<file path="src/ssq_pkg.sv">
package ssq_pkg;

  // ****************************************
  // widths and positions
  // ****************************************
  localparam int         RES_BITS   = 8;
  localparam logic [2:0] MSB_IDX    = 3'h7;
  localparam int         START_POS  = 2;
  localparam int         SGL_POS    = 1;
  localparam int         PAR_POS    = 0;
  localparam int         FIFO_DEPTH = 32;
  localparam logic [7:0] TRIAL_INIT = 8'h80;

  // ****************************************
  // timing
  // ****************************************
  localparam int CONV_TIME_NS = 32000;
  localparam int SCLK_KHZ     = 250;
  localparam int CONV_CLOCKS  = CONV_TIME_NS * SCLK_KHZ / 1000000;

  // ****************************************
  // types
  // ****************************************
  typedef enum logic [2:0] {
    SSQ_ADDR   = 3'b000,
    SSQ_SETTLE = 3'b001,
    SSQ_MSB    = 3'b010,
    SSQ_LSB    = 3'b011,
    SSQ_DONE   = 3'b100
  } ssq_state_e;

  typedef struct packed {
    logic a_pos;
    logic a_neg;
    logic b_pos;
    logic b_neg;
  } ssq_mux_s;

  typedef struct packed {
    ssq_mux_s             mux;
    logic [RES_BITS-1:0]  code;
  } ssq_result_s;

  typedef struct packed {
    logic                cs_s1;
    logic                cs_s2;
    logic                ck_s1;
    logic                ck_s2;
    logic                ck_s3;
    logic                din_s1;
    logic                din_s2;
    logic                cmp_s1;
    logic                cmp_s2;
    ssq_state_e          st;
    logic [2:0]          sr;
    logic [2:0]          bitcnt;
    logic [RES_BITS-1:0] result;
    logic [RES_BITS-1:0] trial;
    logic                dout;
    logic                doe_n;
    ssq_mux_s            mux;
    logic                push;
  } ssq_seq_s;

  // ****************************************
  // reset and fixed values
  // ****************************************
  localparam ssq_mux_s MUX_FIXED = '{a_pos: 1'b1, a_neg: 1'b0, b_pos: 1'b0, b_neg: 1'b1};
  localparam ssq_mux_s MUX_NONE  = '{a_pos: 1'b0, a_neg: 1'b0, b_pos: 1'b0, b_neg: 1'b0};

  localparam ssq_seq_s SEQ_RST = '{
    cs_s1: 1'b1, cs_s2: 1'b1, ck_s1: 1'b0, ck_s2: 1'b0, ck_s3: 1'b0,
    din_s1: 1'b0, din_s2: 1'b0, cmp_s1: 1'b0, cmp_s2: 1'b0,
    st: SSQ_ADDR, sr: 3'h0, bitcnt: 3'h0, result: 8'h00, trial: 8'h00,
    dout: 1'b0, doe_n: 1'b1, mux: MUX_NONE, push: 1'b0
  };

endpackage

</file>
<file path="src/ssq_sequencer.sv">
`timescale 1ns/1ps

module ssq_fifo #(
  parameter int WIDTH = 12,
  parameter int DEPTH = 32
) (
  // clock and reset
  input  wire logic             sys_clk,
  input  wire logic             reset,
  // fill side
  input  wire logic             in_valid,
  output logic                  in_ready,
  input  wire logic [WIDTH-1:0] in_data,
  // drain side
  output logic                  out_valid,
  input  wire logic             out_ready,
  output logic [WIDTH-1:0]      out_data
);

  localparam int AW = $clog2(DEPTH);

  typedef struct packed {
    logic [AW:0] wr;
    logic [AW:0] rd;
  } ssq_ptr_s;

  ssq_ptr_s         q;
  ssq_ptr_s         nxt_q;
  logic [WIDTH-1:0] mem_ff [DEPTH];
  logic             full;
  logic             empty;

  assign empty     = (q.wr == q.rd);
  assign full      = (q.wr[AW-1:0] == q.rd[AW-1:0]) && (q.wr[AW] != q.rd[AW]);
  assign in_ready  = !full;
  assign out_valid = !empty;
  assign out_data  = mem_ff[q.rd[AW-1:0]];

  always_comb begin
    nxt_q = q;
    if (in_valid && !full) begin
      nxt_q.wr = q.wr + 1'b1;
    end
    if (out_ready && !empty) begin
      nxt_q.rd = q.rd + 1'b1;
    end
  end

  always_ff @(posedge sys_clk or posedge reset) begin
    if (reset) begin
      q <= '0;
    end else begin
      q <= nxt_q;
    end
  end

  // storage needs no reset; only written slots are ever read
  always_ff @(posedge sys_clk) begin
    if (in_valid && !full) begin
      mem_ff[q.wr[AW-1:0]] <= in_data;
    end
  end
endmodule // ssq_fifo

module ssq_sequencer #(
  parameter bit TWIN  = 1'b1,
  parameter int DEPTH = ssq_pkg::FIFO_DEPTH
) (
  // clock and reset
  input  wire logic                 sys_clk,
  input  wire logic                 reset,
  // serial pins from the host
  input  wire logic                 sel_n_pin,
  input  wire logic                 sclk_pin,
  input  wire logic                 serial_in_line,
  output logic                      serial_out,
  output logic                      serial_out_oe_n,
  // analog front end
  input  wire logic                 comp_high,
  output logic [7:0]                dac_code,
  output ssq_pkg::ssq_mux_s         mux_sel,
  // result stream
  output logic                      res_valid,
  input  wire logic                 res_ready,
  output ssq_pkg::ssq_result_s      res_data
);

  import ssq_pkg::*;

  // ****************************************
  // state
  // ****************************************
  ssq_seq_s    q;
  ssq_seq_s    nxt_q;
  logic        sck_rise;
  logic        sck_fall;
  logic        fifo_in_ready;
  ssq_result_s push_data;

  assign sck_rise = q.ck_s2 && !q.ck_s3;
  assign sck_fall = !q.ck_s2 && q.ck_s3;

  function automatic ssq_mux_s mux_decode(input logic sgl, input logic par);
    ssq_mux_s m;
    m = MUX_NONE;
    m.a_pos = !par;
    m.b_pos = par;
    if (!sgl) begin
      m.a_neg = par;
      m.b_neg = !par;
    end
    return m;
  endfunction

  // ****************************************
  // sequencer
  // ****************************************
  always_comb begin
    logic [2:0] idx;
    idx          = MSB_IDX - q.bitcnt;
    nxt_q        = q;
    nxt_q.cs_s1  = sel_n_pin;
    nxt_q.cs_s2  = q.cs_s1;
    nxt_q.ck_s1  = sclk_pin;
    nxt_q.ck_s2  = q.ck_s1;
    nxt_q.ck_s3  = q.ck_s2;
    nxt_q.din_s1 = serial_in_line;
    nxt_q.din_s2 = q.din_s1;
    nxt_q.cmp_s1 = comp_high;
    nxt_q.cmp_s2 = q.cmp_s1;
    nxt_q.push   = 1'b0;
    if (q.cs_s2) begin
      nxt_q.st     = SSQ_ADDR;
      nxt_q.sr     = 3'h0;
      nxt_q.bitcnt = 3'h0;
      nxt_q.result = 8'h00;
      nxt_q.trial  = 8'h00;
      nxt_q.dout   = 1'b0;
      nxt_q.doe_n  = 1'b1;
      nxt_q.mux    = MUX_NONE;
    end else begin
      unique case (q.st)
        SSQ_ADDR: begin
          // a full result queue holds off the start
          // shift only while addressing
          if (sck_rise && fifo_in_ready) begin
            nxt_q.sr = {q.sr[1:0], q.din_s2};
            if (!TWIN) begin
              nxt_q.mux = MUX_FIXED;
              nxt_q.st  = SSQ_SETTLE;
            end else if (nxt_q.sr[START_POS]) begin
              nxt_q.mux = mux_decode(nxt_q.sr[SGL_POS], nxt_q.sr[PAR_POS]);
              nxt_q.st  = SSQ_SETTLE;
            end
          end
        end
        SSQ_SETTLE: begin
          if (sck_fall) begin
            nxt_q.doe_n  = 1'b0;
            nxt_q.dout   = 1'b0;
            nxt_q.trial  = TRIAL_INIT;
            nxt_q.bitcnt = 3'h0;
            nxt_q.st     = SSQ_MSB;
          end
        end
        SSQ_MSB: begin
          if (sck_fall) begin
            nxt_q.result[idx] = q.cmp_s2;
            nxt_q.trial[idx]  = q.cmp_s2;
            if (idx != 3'h0) begin
              nxt_q.trial[idx-3'h1] = 1'b1;
            end
            nxt_q.dout   = q.cmp_s2;
            nxt_q.bitcnt = q.bitcnt + 3'h1;
            // eight periods at the rated clock
            if (q.bitcnt == 3'(CONV_CLOCKS - 1)) begin
              nxt_q.push   = 1'b1;
              nxt_q.bitcnt = 3'h1;
              nxt_q.st     = TWIN ? SSQ_LSB : SSQ_DONE;
            end
          end
        end
        SSQ_LSB: begin
          if (sck_fall) begin
            nxt_q.dout   = q.result[q.bitcnt];
            nxt_q.bitcnt = q.bitcnt + 3'h1;
            if (q.bitcnt == MSB_IDX) begin
              nxt_q.st = SSQ_DONE;
            end
          end
        end
        SSQ_DONE: begin
          if (sck_fall) begin
            nxt_q.dout = 1'b0;
          end
        end
        default: begin
          nxt_q.st = SSQ_ADDR;
        end
      endcase
    end
  end

  always_ff @(posedge sys_clk or posedge reset) begin
    if (reset) begin
      q <= SEQ_RST;
    end else begin
      q <= nxt_q;
    end
  end

  // ****************************************
  // outputs and result queue
  // ****************************************
  assign serial_out      = q.dout;
  assign serial_out_oe_n = q.doe_n;
  assign dac_code        = q.trial;
  assign mux_sel         = q.mux;
  assign push_data       = '{mux: q.mux, code: q.result};

  ssq_fifo #(
    .WIDTH ($bits(ssq_result_s)),
    .DEPTH (DEPTH)
  ) u_fifo (
    .sys_clk   (sys_clk),
    .reset     (reset),
    .in_valid  (q.push),
    .in_ready  (fifo_in_ready),
    .in_data   (push_data),
    .out_valid (res_valid),
    .out_ready (res_ready),
    .out_data  (res_data)
  );
endmodule // ssq_sequencer

</file>
<file path="config.mk">
export PLATFORM = sky130hd
export DESIGN_NAME = ssq_sequencer
export DESIGN_NICKNAME = d
export VERILOG_FILES = /design/src/ssq_pkg.sv /design/src/ssq_sequencer.sv
export SDC_FILE = /design/constraint.sdc
export NUM_CORES = 1
export LEC_CHECK = 0
export BUFFER_PORTS_ARGS = -buffer_cell sky130_fd_sc_hd__buf_2
export CORE_MARGIN = 2
export CORE_UTILIZATION = 60
export CTS_BUF_LIST = sky130_fd_sc_hd__clkbuf_16
export CTS_CLUSTER_SIZE = 30
export DETAILED_ROUTE_END_ITERATION = 10
export HOLD_SLACK_MARGIN = 0.02
export PLACE_DENSITY = 0.74
export SLEW_MARGIN = 30
export SYNTH_ARGS = -nofsm -noshare
export SYNTH_HDL_FRONTEND = slang
export SYNTH_SLANG_ARGS = --single-unit
</file>
<file path="constraint.sdc">
create_clock -name sys_clk -period 5.67 [get_ports sys_clk]
set_input_delay 1.4175 -clock sys_clk [delete_from_list [all_inputs] [get_ports sys_clk]]
set_output_delay 1.4175 -clock sys_clk [all_outputs]
set_load 0.01 [all_outputs]
</file>
==> metrics.txt, run 1 <==
GPL Wtd Cong roughly 0.81; WS Path Type reg2out; syn nets 1134; count leader, synth edfxtp_1; CP Max Fanout 42; post-synth cell types 50; initial antenna violation count 1; Worst Tran Pin Value 1030 ps; initial DRC count 963; Layout area overhead 11.5%; port buffer count 33; Yosys reg bits between 400 and 500; crit path launch type flop; pin count of the biggest net entering global routing 68; Initial Utilization 61.4%; CTS sink cnt about 440; Synth top area share approximately two thirds; core area 0.0289 mm2; final antenna-violating net count 0; sequential fraction of the synthesis area between 70% and 80%; cells after synthesis 1119; Finish-stage setup viols 0; Total Routed Length 37900 um; DP Wirelength 22900 um; Total Routing Usage GR 25.3%; Slew headroom 31.3%; EDFF count, synth 384; clock slew at reported path FFs 60 ps; Hold Violations, Final 0; hold buffer count at cts 0; Post-synth top cells 384 x edfxtp_1, 206 x mux2i_1, 85 x a22oi_1; grt ovf 0; Final Cycle Share 77.8%; DR WL/cell 24.0 um; ranking of synthesized cells by area edfxtp_1 65%, mux2i_1 12%, dfrtp_1 6.9%; Synth Flop Type edfxtp_1; async set-reset flop share out of synthesis 11.9%; die width between 150 and 200 um; Final min period 4410 ps; Crit. End Element output pin; Top Ports 34; CTS H-tree depth 2; first-pass GRT wire length 58600 um; CTS max path bufs 3; Worst Path Required 4250 ps; WP data arrival 2990 ps; DR pass1 iterations 5; Syn Area/Cell 15.8 um2; Max Slew Vio Count 0; CTS tree yes; n_diodes 0; Root Buffer clkbuf_16; Die ar. 0.0309 mm2; Pwr Density 314 mW/mm2; status completed; CTS buffer count 43; Hold WC Path Type reg2reg; post-CTS setup buffer count 0; layout cells sized above 1 between 10% and 20%; Max Fclk around 0.23 GHz; yosys warns 0; leak pwr 0.00643 uW; Vias 9932; Nets 1178; # Max-Cap Violations 0; skew final 11.7 ps; number of remaining DRC errors 0; chip height 176 um; Peak supply drop 0.224 mV; Cell Area, Synth 0.0177 mm2; RSZ-0062 raised after global routing false; Vias per Instance 6.29; post_cts resized 0; total negative slack 0 ps; vias in the first global route 9954; Std-Cell Rows slightly above 60; post-synth top area cell edfxtp_1; post-layout util approximately two thirds; Clock Latency Late Sink 540 ps
[final timing paths]
check / start / cells after the start / slack (ps) / endpoint
min in group asynchronous: reset / 3 / 1060 / push_data[6]
max: u_fifo.q[1] / 6 / 1260 / res_data[7]
max in group asynchronous: reset / 3 / 4120 / u_fifo.q[1]
min: nxt_q[32] / 0 / 350 / q[32]
max reg2reg: u_fifo.q[1] / 6 / 2520 / u_fifo.mem_ff[20][1]
min reg2reg: nxt_q[32] / 0 / 350 / q[32]
[stage by stage]
step                      setup slack [ps]  instances  hold slack [ps]  power (uW)  instance area (um2)
after global routing                  1180       1579              363        6370                19700
after floorplan                       2830       1119              331        3540                17700
after CTS                             1280       1579              357        6220                19700
after detailed placement              1850       1502              344        3550                18400
after global placement                1880       1500              335        3540                18300
final                                 1260       1579              353        6190                19700
[where the power goes]
group / switching, uW / total [uW] / leakage (uW) / internal [uW]
Combinational: 13.5 / 18.8 / 0.00152 / 5.26
Clock: 1150 / 2720 / 0.000680 / 1570
Sequential: 8.44 / 3460 / 0.00424 / 3450
[routing by layer]
metal  vias to the layer above  global-route usage (%)  part of all wire (%)
li1                       4424                       -                     -
met1                      4994                    34.6                    41
met2                       418                    40.9                    49
met3                        94                    4.42                   6.8
met4                         2                    10.0                   3.6
met5                         -                       0                 0.032
[sequential cells by signal, summed over array words and instances, names as in the netlist]
signal,cells
q,13
u_fifo.mem_ff,384
nxt_q,5
dac_code,8
push_data,8
serial_out,1
u_fifo.q,12
mux_sel,4
serial_out_oe_n,1
[cell usage in the layout, fill, tap and decap left out, types with 7 or more instances in the layout]
cell,netlist,routed
a21oi_1,23,23
a22oi_1,85,85
buf_2,30,33
buf_4,17,37
clkbuf_16,0,43
clkinv_1,0,9
dfrtp_1,49,42
edfxtp_1,384,384
ha_1,8,8
inv_1,7,13
mux2i_1,206,206
nand2_1,37,37
nand3_1,57,57
nand4_1,16,16
nor2_1,63,51
nor2_2,0,11
o21ai_0,21,21
xnor2_1,12,12
xor2_1,7,7
[logic make-up (layout without fill, tap and decap cells)]
logic type                 after synthesis  in the layout  share of synthesized area, %
DFF                                    436            436                          72.5
and+or+nand+nor                        219            219                          6.10
muxes                                  210            210                          12.0
AOI/OAI and AO/OA                      145            145                          5.59
buffers and inverters                   82            158                          2.35
xor gates and xnor gates                19             19                         0.940
adders and majority gates                8              8                         0.565
[critical path, stage by stage (launching register included)]
cell and delay (ps):
dfrtp_4 910, buf_4 430, mux2i_1 130, a22oi_1 270, nand3_1 240, nand4_1 270, buf_2 160
[cell type report]
| cell class | count | area, um2 |
|---|---|---|
| Sequential cell | 436 | 12800 |
| Inverter | 7 | 26.3 |
| Clock buffer | 43 | 1080 |
| Fill cell | 1937 | 9120 |
| Clock inverter | 34 | 275 |
| Timing Repair Buffer | 74 | 526 |
| Multi-Input combinational cell | 601 | 4510 |
| Tap cell | 384 | 480 |
(Power assumes the default switching activity.)
==> run 2, diff against run 1 <==
Clock period 5.67 ns to 4.5 ns, I/O delays scaled along.
==> run 2 against run 1 <==
Effect of this change:
- critical path depth unchanged
- hold slack improved by 0.67 ps
- die area unchanged
- final cell count increased by 0.57%
- sequential power increased by 26%
- power increased by 25%
- clock power increased by 25%
- design area increased by 0.30%
- clock skew increased by 2.1 ps
==> metrics.txt, run 2 (synthesis gave the netlist of run 1 again) <==
status completed; clock slew at reported path FFs 60 ps; Max Fclk between 0.2 and 0.3 GHz; total placed instance area 0.0185 mm2; met3 wire len a little over 3000 um; pin count of the biggest net entering global routing 49; final instance area 0.0198 mm2; Worst Tran Pin Value roughly 900 ps; top sig layer met4; Peak supply drop between 0.2 and 0.25 mV; final antenna-violating net count 0; max FFs per register 384; Clock Latency Late Sink 530 ps; die width between 150 and 200 um; core area 0.0289 mm2; CTS max path bufs 3; # Max-Cap Violations 0; WS Path Type reg2out; Worst Path Required between 3000 and 4000 ps; WL met1 16400 um; Slew headroom between 40% and 50%; number of remaining DRC errors 0; Die ar. 0.0309 mm2; GPL Wtd Cong 0.844; port buffer count 33; CP Max Fanout 39; Vias 9948; post-CTS setup buffer count 0; first-pass GRT wire length 59700 um; CTS H-tree depth 2; Crit. End Element output pin; Top Ports 34; total negative slack 0 ps; Vias per Instance 6.26; DP Wirelength 23500 um; hold buffer count at cts 0; routed wl met2 18900 um; RSZ-0062 raised after global routing false; Root Buffer clkbuf_16; CTS sink cnt 436; layout cells sized above 1 14.2%; vias in the first global route ~9800; Std-Cell Rows between 60 and 70; Multi-input gate area roughly 0.0045 mm2; DR WL/cell 25.1 um; most common cell after layout, fill and taps aside edfxtp_1; crit path launch type flop; Total Routing Usage GR 26.3%; Layout area overhead 11.8%; initial antenna violation count 2; initial DRC count approximately 1200; Pwr Density roughly 390 mW/mm2; Nets 1186; Final min period 3940 ps; Initial Utilization 61.4%; Max Slew Vio Count 0; chip height 176 um; Final Cycle Share 87.5%; CTS tree yes; CTS buffer count 43; skew final between 10 and 15 ps; leak pwr 0.00650 uW; post_cts resized 0; grt ovf 0; DR pass1 iterations 5; Finish-stage setup viols 0; WP data arrival 2810 ps; fillcell total 1929; register area 0.0128 mm2; Hold Violations, Final 0; Hold WC Path Type reg2reg; most frequent cells in the layout 384 x edfxtp_1, 206 x mux2i_1, 85 x a22oi_1, 60 x nor2_1, 57 x nand3_1; Total Routed Length 39800 um
[run 2: changes by cell type in the layout (fill, tap and decap cells not counted), moves of 2 or more]
| cell | previous run | this run |
|---|---|---|
| buf_12 | 2 | 7 |
| buf_4 | 37 | 42 |
| clkbuf_16 | 43 | 45 |
| clkinvlp_4 | 4 | 1 |
| diode_2 | 0 | 2 |
| inv_1 | 13 | 16 |
| inv_6 | 3 | 0 |
| nor2_1 | 51 | 60 |
| nor2_2 | 11 | 2 |
[run 2: area by class of cell]
| cell class | count | area share [%] |
|---|---|---|
| antenna | 2 | 0.0253 |
| timing repair buffer | 82 | 3.14 |
| clock buffer | 45 | 5.69 |
| multi-input combinational | 601 | 22.6 |
| clock inverter | 31 | 1.05 |
| sequential | 436 | 64.9 |
| inverter | 7 | 0.133 |
| tap | 384 | 2.43 |
[run 2: through the flow]
stage | hold WS [ps] | worst slack, ps | utilization (%) | power (uW) | std cells
after detailed placement | 344 | 1130 | 64.0 | 4470 | 1510
after global placement | 332 | 1170 | 63.9 | 4470 | 1510
after CTS | 358 | 580 | 68.6 | 7790 | 1586
final | 354 | 562 | 68.6 | 7770 | 1588
after floorplan | 331 | 1950 | - | 4460 | 1119
after global routing | 364 | 427 | 68.6 | 7960 | 1586
[run 2: report_power, final]
| part | internal (uW) | leakage [uW] | total, uW | switching, uW |
|---|---|---|---|---|
| clock network | 1970 | 0.000693 | 3390 | 1420 |
| registers | 4350 | 0.00424 | 4360 | 9.91 |
| logic | 6.69 | 0.00157 | 24.9 | 18.2 |
| total | 6320 | 0.00650 | 7770 | 1450 |
[run 2: path summary, 6_finish.rpt]
kind | from | endpoint | slack [ps] | cells past startpoint
worst max-delay path | u_fifo.q[0] | res_data[1] | 560 | 6
worst min-delay path | nxt_q[32] | q[32] | 350 | 0
worst max register to register | u_fifo.q[1] | u_fifo.mem_ff[5][10] | 1160 | 7
worst min register to register | nxt_q[32] | q[32] | 350 | 0
max in group asynchronous | reset | nxt_q[39] | 2990 | 3
min in group asynchronous | reset | nxt_q[36] | 710 | 2
[run 2: worst max-delay path, stage by stage (launching register included)]
cell and delay [ps]:
dfrtp_1 560, and2_2 820, buf_4 320, a22oi_1 80, nand3_1 180, nand4_1 130
buf_2 160
[run 2: layer usage]
| layer | GRT usage, % | vias to the layer above |
|---|---|---|
| met5 | 0 | - |
| met4 | 9.47 | 0 |
| met3 | 5.87 | 83 |
| met2 | 41.9 | 395 |
| met1 | 36.1 | 5037 |
| li1 | - | 4433 |
==> run 3, diff against run 2 <==
Settings changed: CELL_PAD_IN_SITES_DETAIL_PLACEMENT set to 2, CELL_PAD_IN_SITES_GLOBAL_PLACEMENT set to 2, CORE_UTILIZATION 60 to 45, PLACE_DENSITY 0.74 to 0.73.
==> run 3 against run 2 <==
Effect of this change:
- design area is 0.98% higher
- non-clock buffer count is 3 higher
- critical path depth stayed put
- clock power is 3% higher
- routed wire length is 32% higher
- critical endpoint unchanged
- first-iteration DRC count is 30% lower
- register-to-register slack better by 170 ps
- core utilization is 17 points lower
- hold slack worse by 5.6 ps
- worst setup slack worse by 330 ps
- via count is 2.3% higher
==> metrics.txt, run 3 (synthesis gave the netlist of run 1 again) <==
Post-Place Cells between 1500 and 2000; layout cells sized above 1 14.2%; worst r2r path cells 5; initial antenna violation count 2; CTS tree yes; Nets 1192; Die ar. 0.0410 mm2; grt ovf 0; fin cells 1728; CTS H-tree depth 2; DR WL/cell 30.5 um; total placed instance area 0.0186 mm2; Crit path max-delay family simple AND/OR/NAND/NOR gates; FF-to-FF setup slack 1330 ps; leak pwr 0.00655 uW; die width 202 um; GPL Wtd Cong 0.788; pin count of the biggest net entering global routing 40; WP buf/inv 2; Pwr Density roughly 400 mW/mm2; Crit. End Element output pin; initial DRC count 807; Hold WC Path Type reg2reg; Worst Path Required between 3000 and 4000 ps; port buffer count 33; CTS buffer count 46; WHS Endpoint q[32]; final instance area 0.0200 mm2; post-CTS setup buffer count 0; CP Max Fanout 26; Max Slew Vio Count 0; Clock Latency Late Sink 590 ps; DR pass1 iterations 5; Total Routed Length 52600 um; CTS max path bufs 3; DP Wirelength 33000 um; Total Routing Usage GR 26.2%; Layout area overhead 12.9%; first-pass GRT wire length 77200 um; Crit Reg-Reg Startpoint u_fifo.q[1]; Peak supply drop between 0.2 and 0.25 mV; Worst Tran Pin Value a little over 900 ps; WS Path Type reg2out; clock slew at reported path FFs about 60 ps; Top Ports 34; number of remaining DRC errors 0; Finish-stage setup viols 0; RSZ-0062 raised after global routing false; Root Buffer clkbuf_16; RR Endpoint u_fifo.mem_ff[26][1]; core area 0.0387 mm2; Max Fclk around 0.23 GHz; skew final 22.8 ps; hold buffer count at cts 0; chip height 202 um; max FFs per register 384; Hold Startpoint nxt_q[32]; cells along the critical path nor2b_4, buf_4, a22oi_1, nand3_1, nand4_1, buf_2; most frequent cells in the layout 384 x edfxtp_1, 206 x mux2i_1, 85 x a22oi_1, 57 x nor2_1, 57 x nand3_1; Final Cycle Share between 90% and 100%; Initial Utilization 45.7%; vias in the first global route 11200; Vias 10200; Std-Cell Rows 72; Slowest Stage Delay on Critical Path 720 ps; total negative slack 0 ps; # Max-Cap Violations 0; final antenna-violating net count 0; crit path launch type flop; worst hold stages 0; CP Launch Point u_fifo.q[2]; most common cell after layout, fill and taps aside edfxtp_1; status completed; Vias per Instance between 5 and 6; Hold Violations, Final 0; Levels on crit path 6; slowest CP cell nor2b_4; CTS sink cnt around 440; post_cts resized 0; Slew headroom 39.5%; WP data arrival 3150 ps; Final min period ~4300 ps
[run 3: changes by cell type in the layout (fill, tap and decap cells not counted)]
cell,previous run,this run
inv_1,16,25
buf_4,42,46
clkbuf_16,45,49
bufinv_16,3,0
clkinv_2,7,4
nor2_1,60,57
nor2_2,2,5
clkinv_1,10,8
dfrtp_1,43,45
dfrtp_2,5,3
buf_12,7,6
clkinvlp_4,1,0
diode_2,2,1
[run 3: stage by stage]
| stage | setup slack [ps] | hold WS (ps) | total power [uW] | utilization, % |
|---|---|---|---|---|
| detailed placement | 896 | 338 | 4470 | 48.1 |
| finish | 227 | 348 | 7860 | 51.6 |
| global route | 102 | 356 | 8060 | 51.6 |
| floorplan | 1950 | 331 | 4460 | - |
| global placement | 888 | 334 | 4470 | 48.1 |
| CTS | 275 | 351 | 7930 | 51.6 |
[run 3: report_power, final]
part / switching (uW) / internal (uW) / leakage, uW
clock: 1540 / 1940 / 0.000733
sequential: 9.10 / 4350 / 0.00424
combinational: 19.5 / 6.75 / 0.00158
total: 1570 / 6290 / 0.00655
[run 3: layer usage]
metal	GRT usage, %	vias up	share of wire, %
met2	44.0	249	50
met3	5.03	98	5.0
met5	0	-	0.025
met1	34.3	5395	42
li1	-	4433	-
met4	8.68	2	3.1
[run 3: how the worst max path moves through the flow]
stage | end | slack [ps]
after detailed placement | res_data[3] | 900
after CTS | res_data[1] | 280
after floorplan | res_data[10] | 1950
after global routing | res_data[1] | 100
final | res_data[1] | 230
after global placement | res_data[1] | 890
[run 3: worst register-to-register path: cells and delay by family, from the launching register on]
| family | cells | cell delay (ps) |
|---|---|---|
| simple gates | 3 | 1260 |
| flops | 1 | 880 |
| compound gates | 1 | 390 |
| xor+xnor | 1 | 270 |
[run 3: cell type report]
cell class / instances / area, um2
timing repair buffer: 85 / 631
sequential: 436 / 12800
multi-input combinational: 601 / 4490
clock inverter: 31 / 121
clock buffer: 49 / 1230
inverter: 7 / 26.3
tap: 518 / 648
fill: 3537 / 18700
antenna: 1 / 2.50
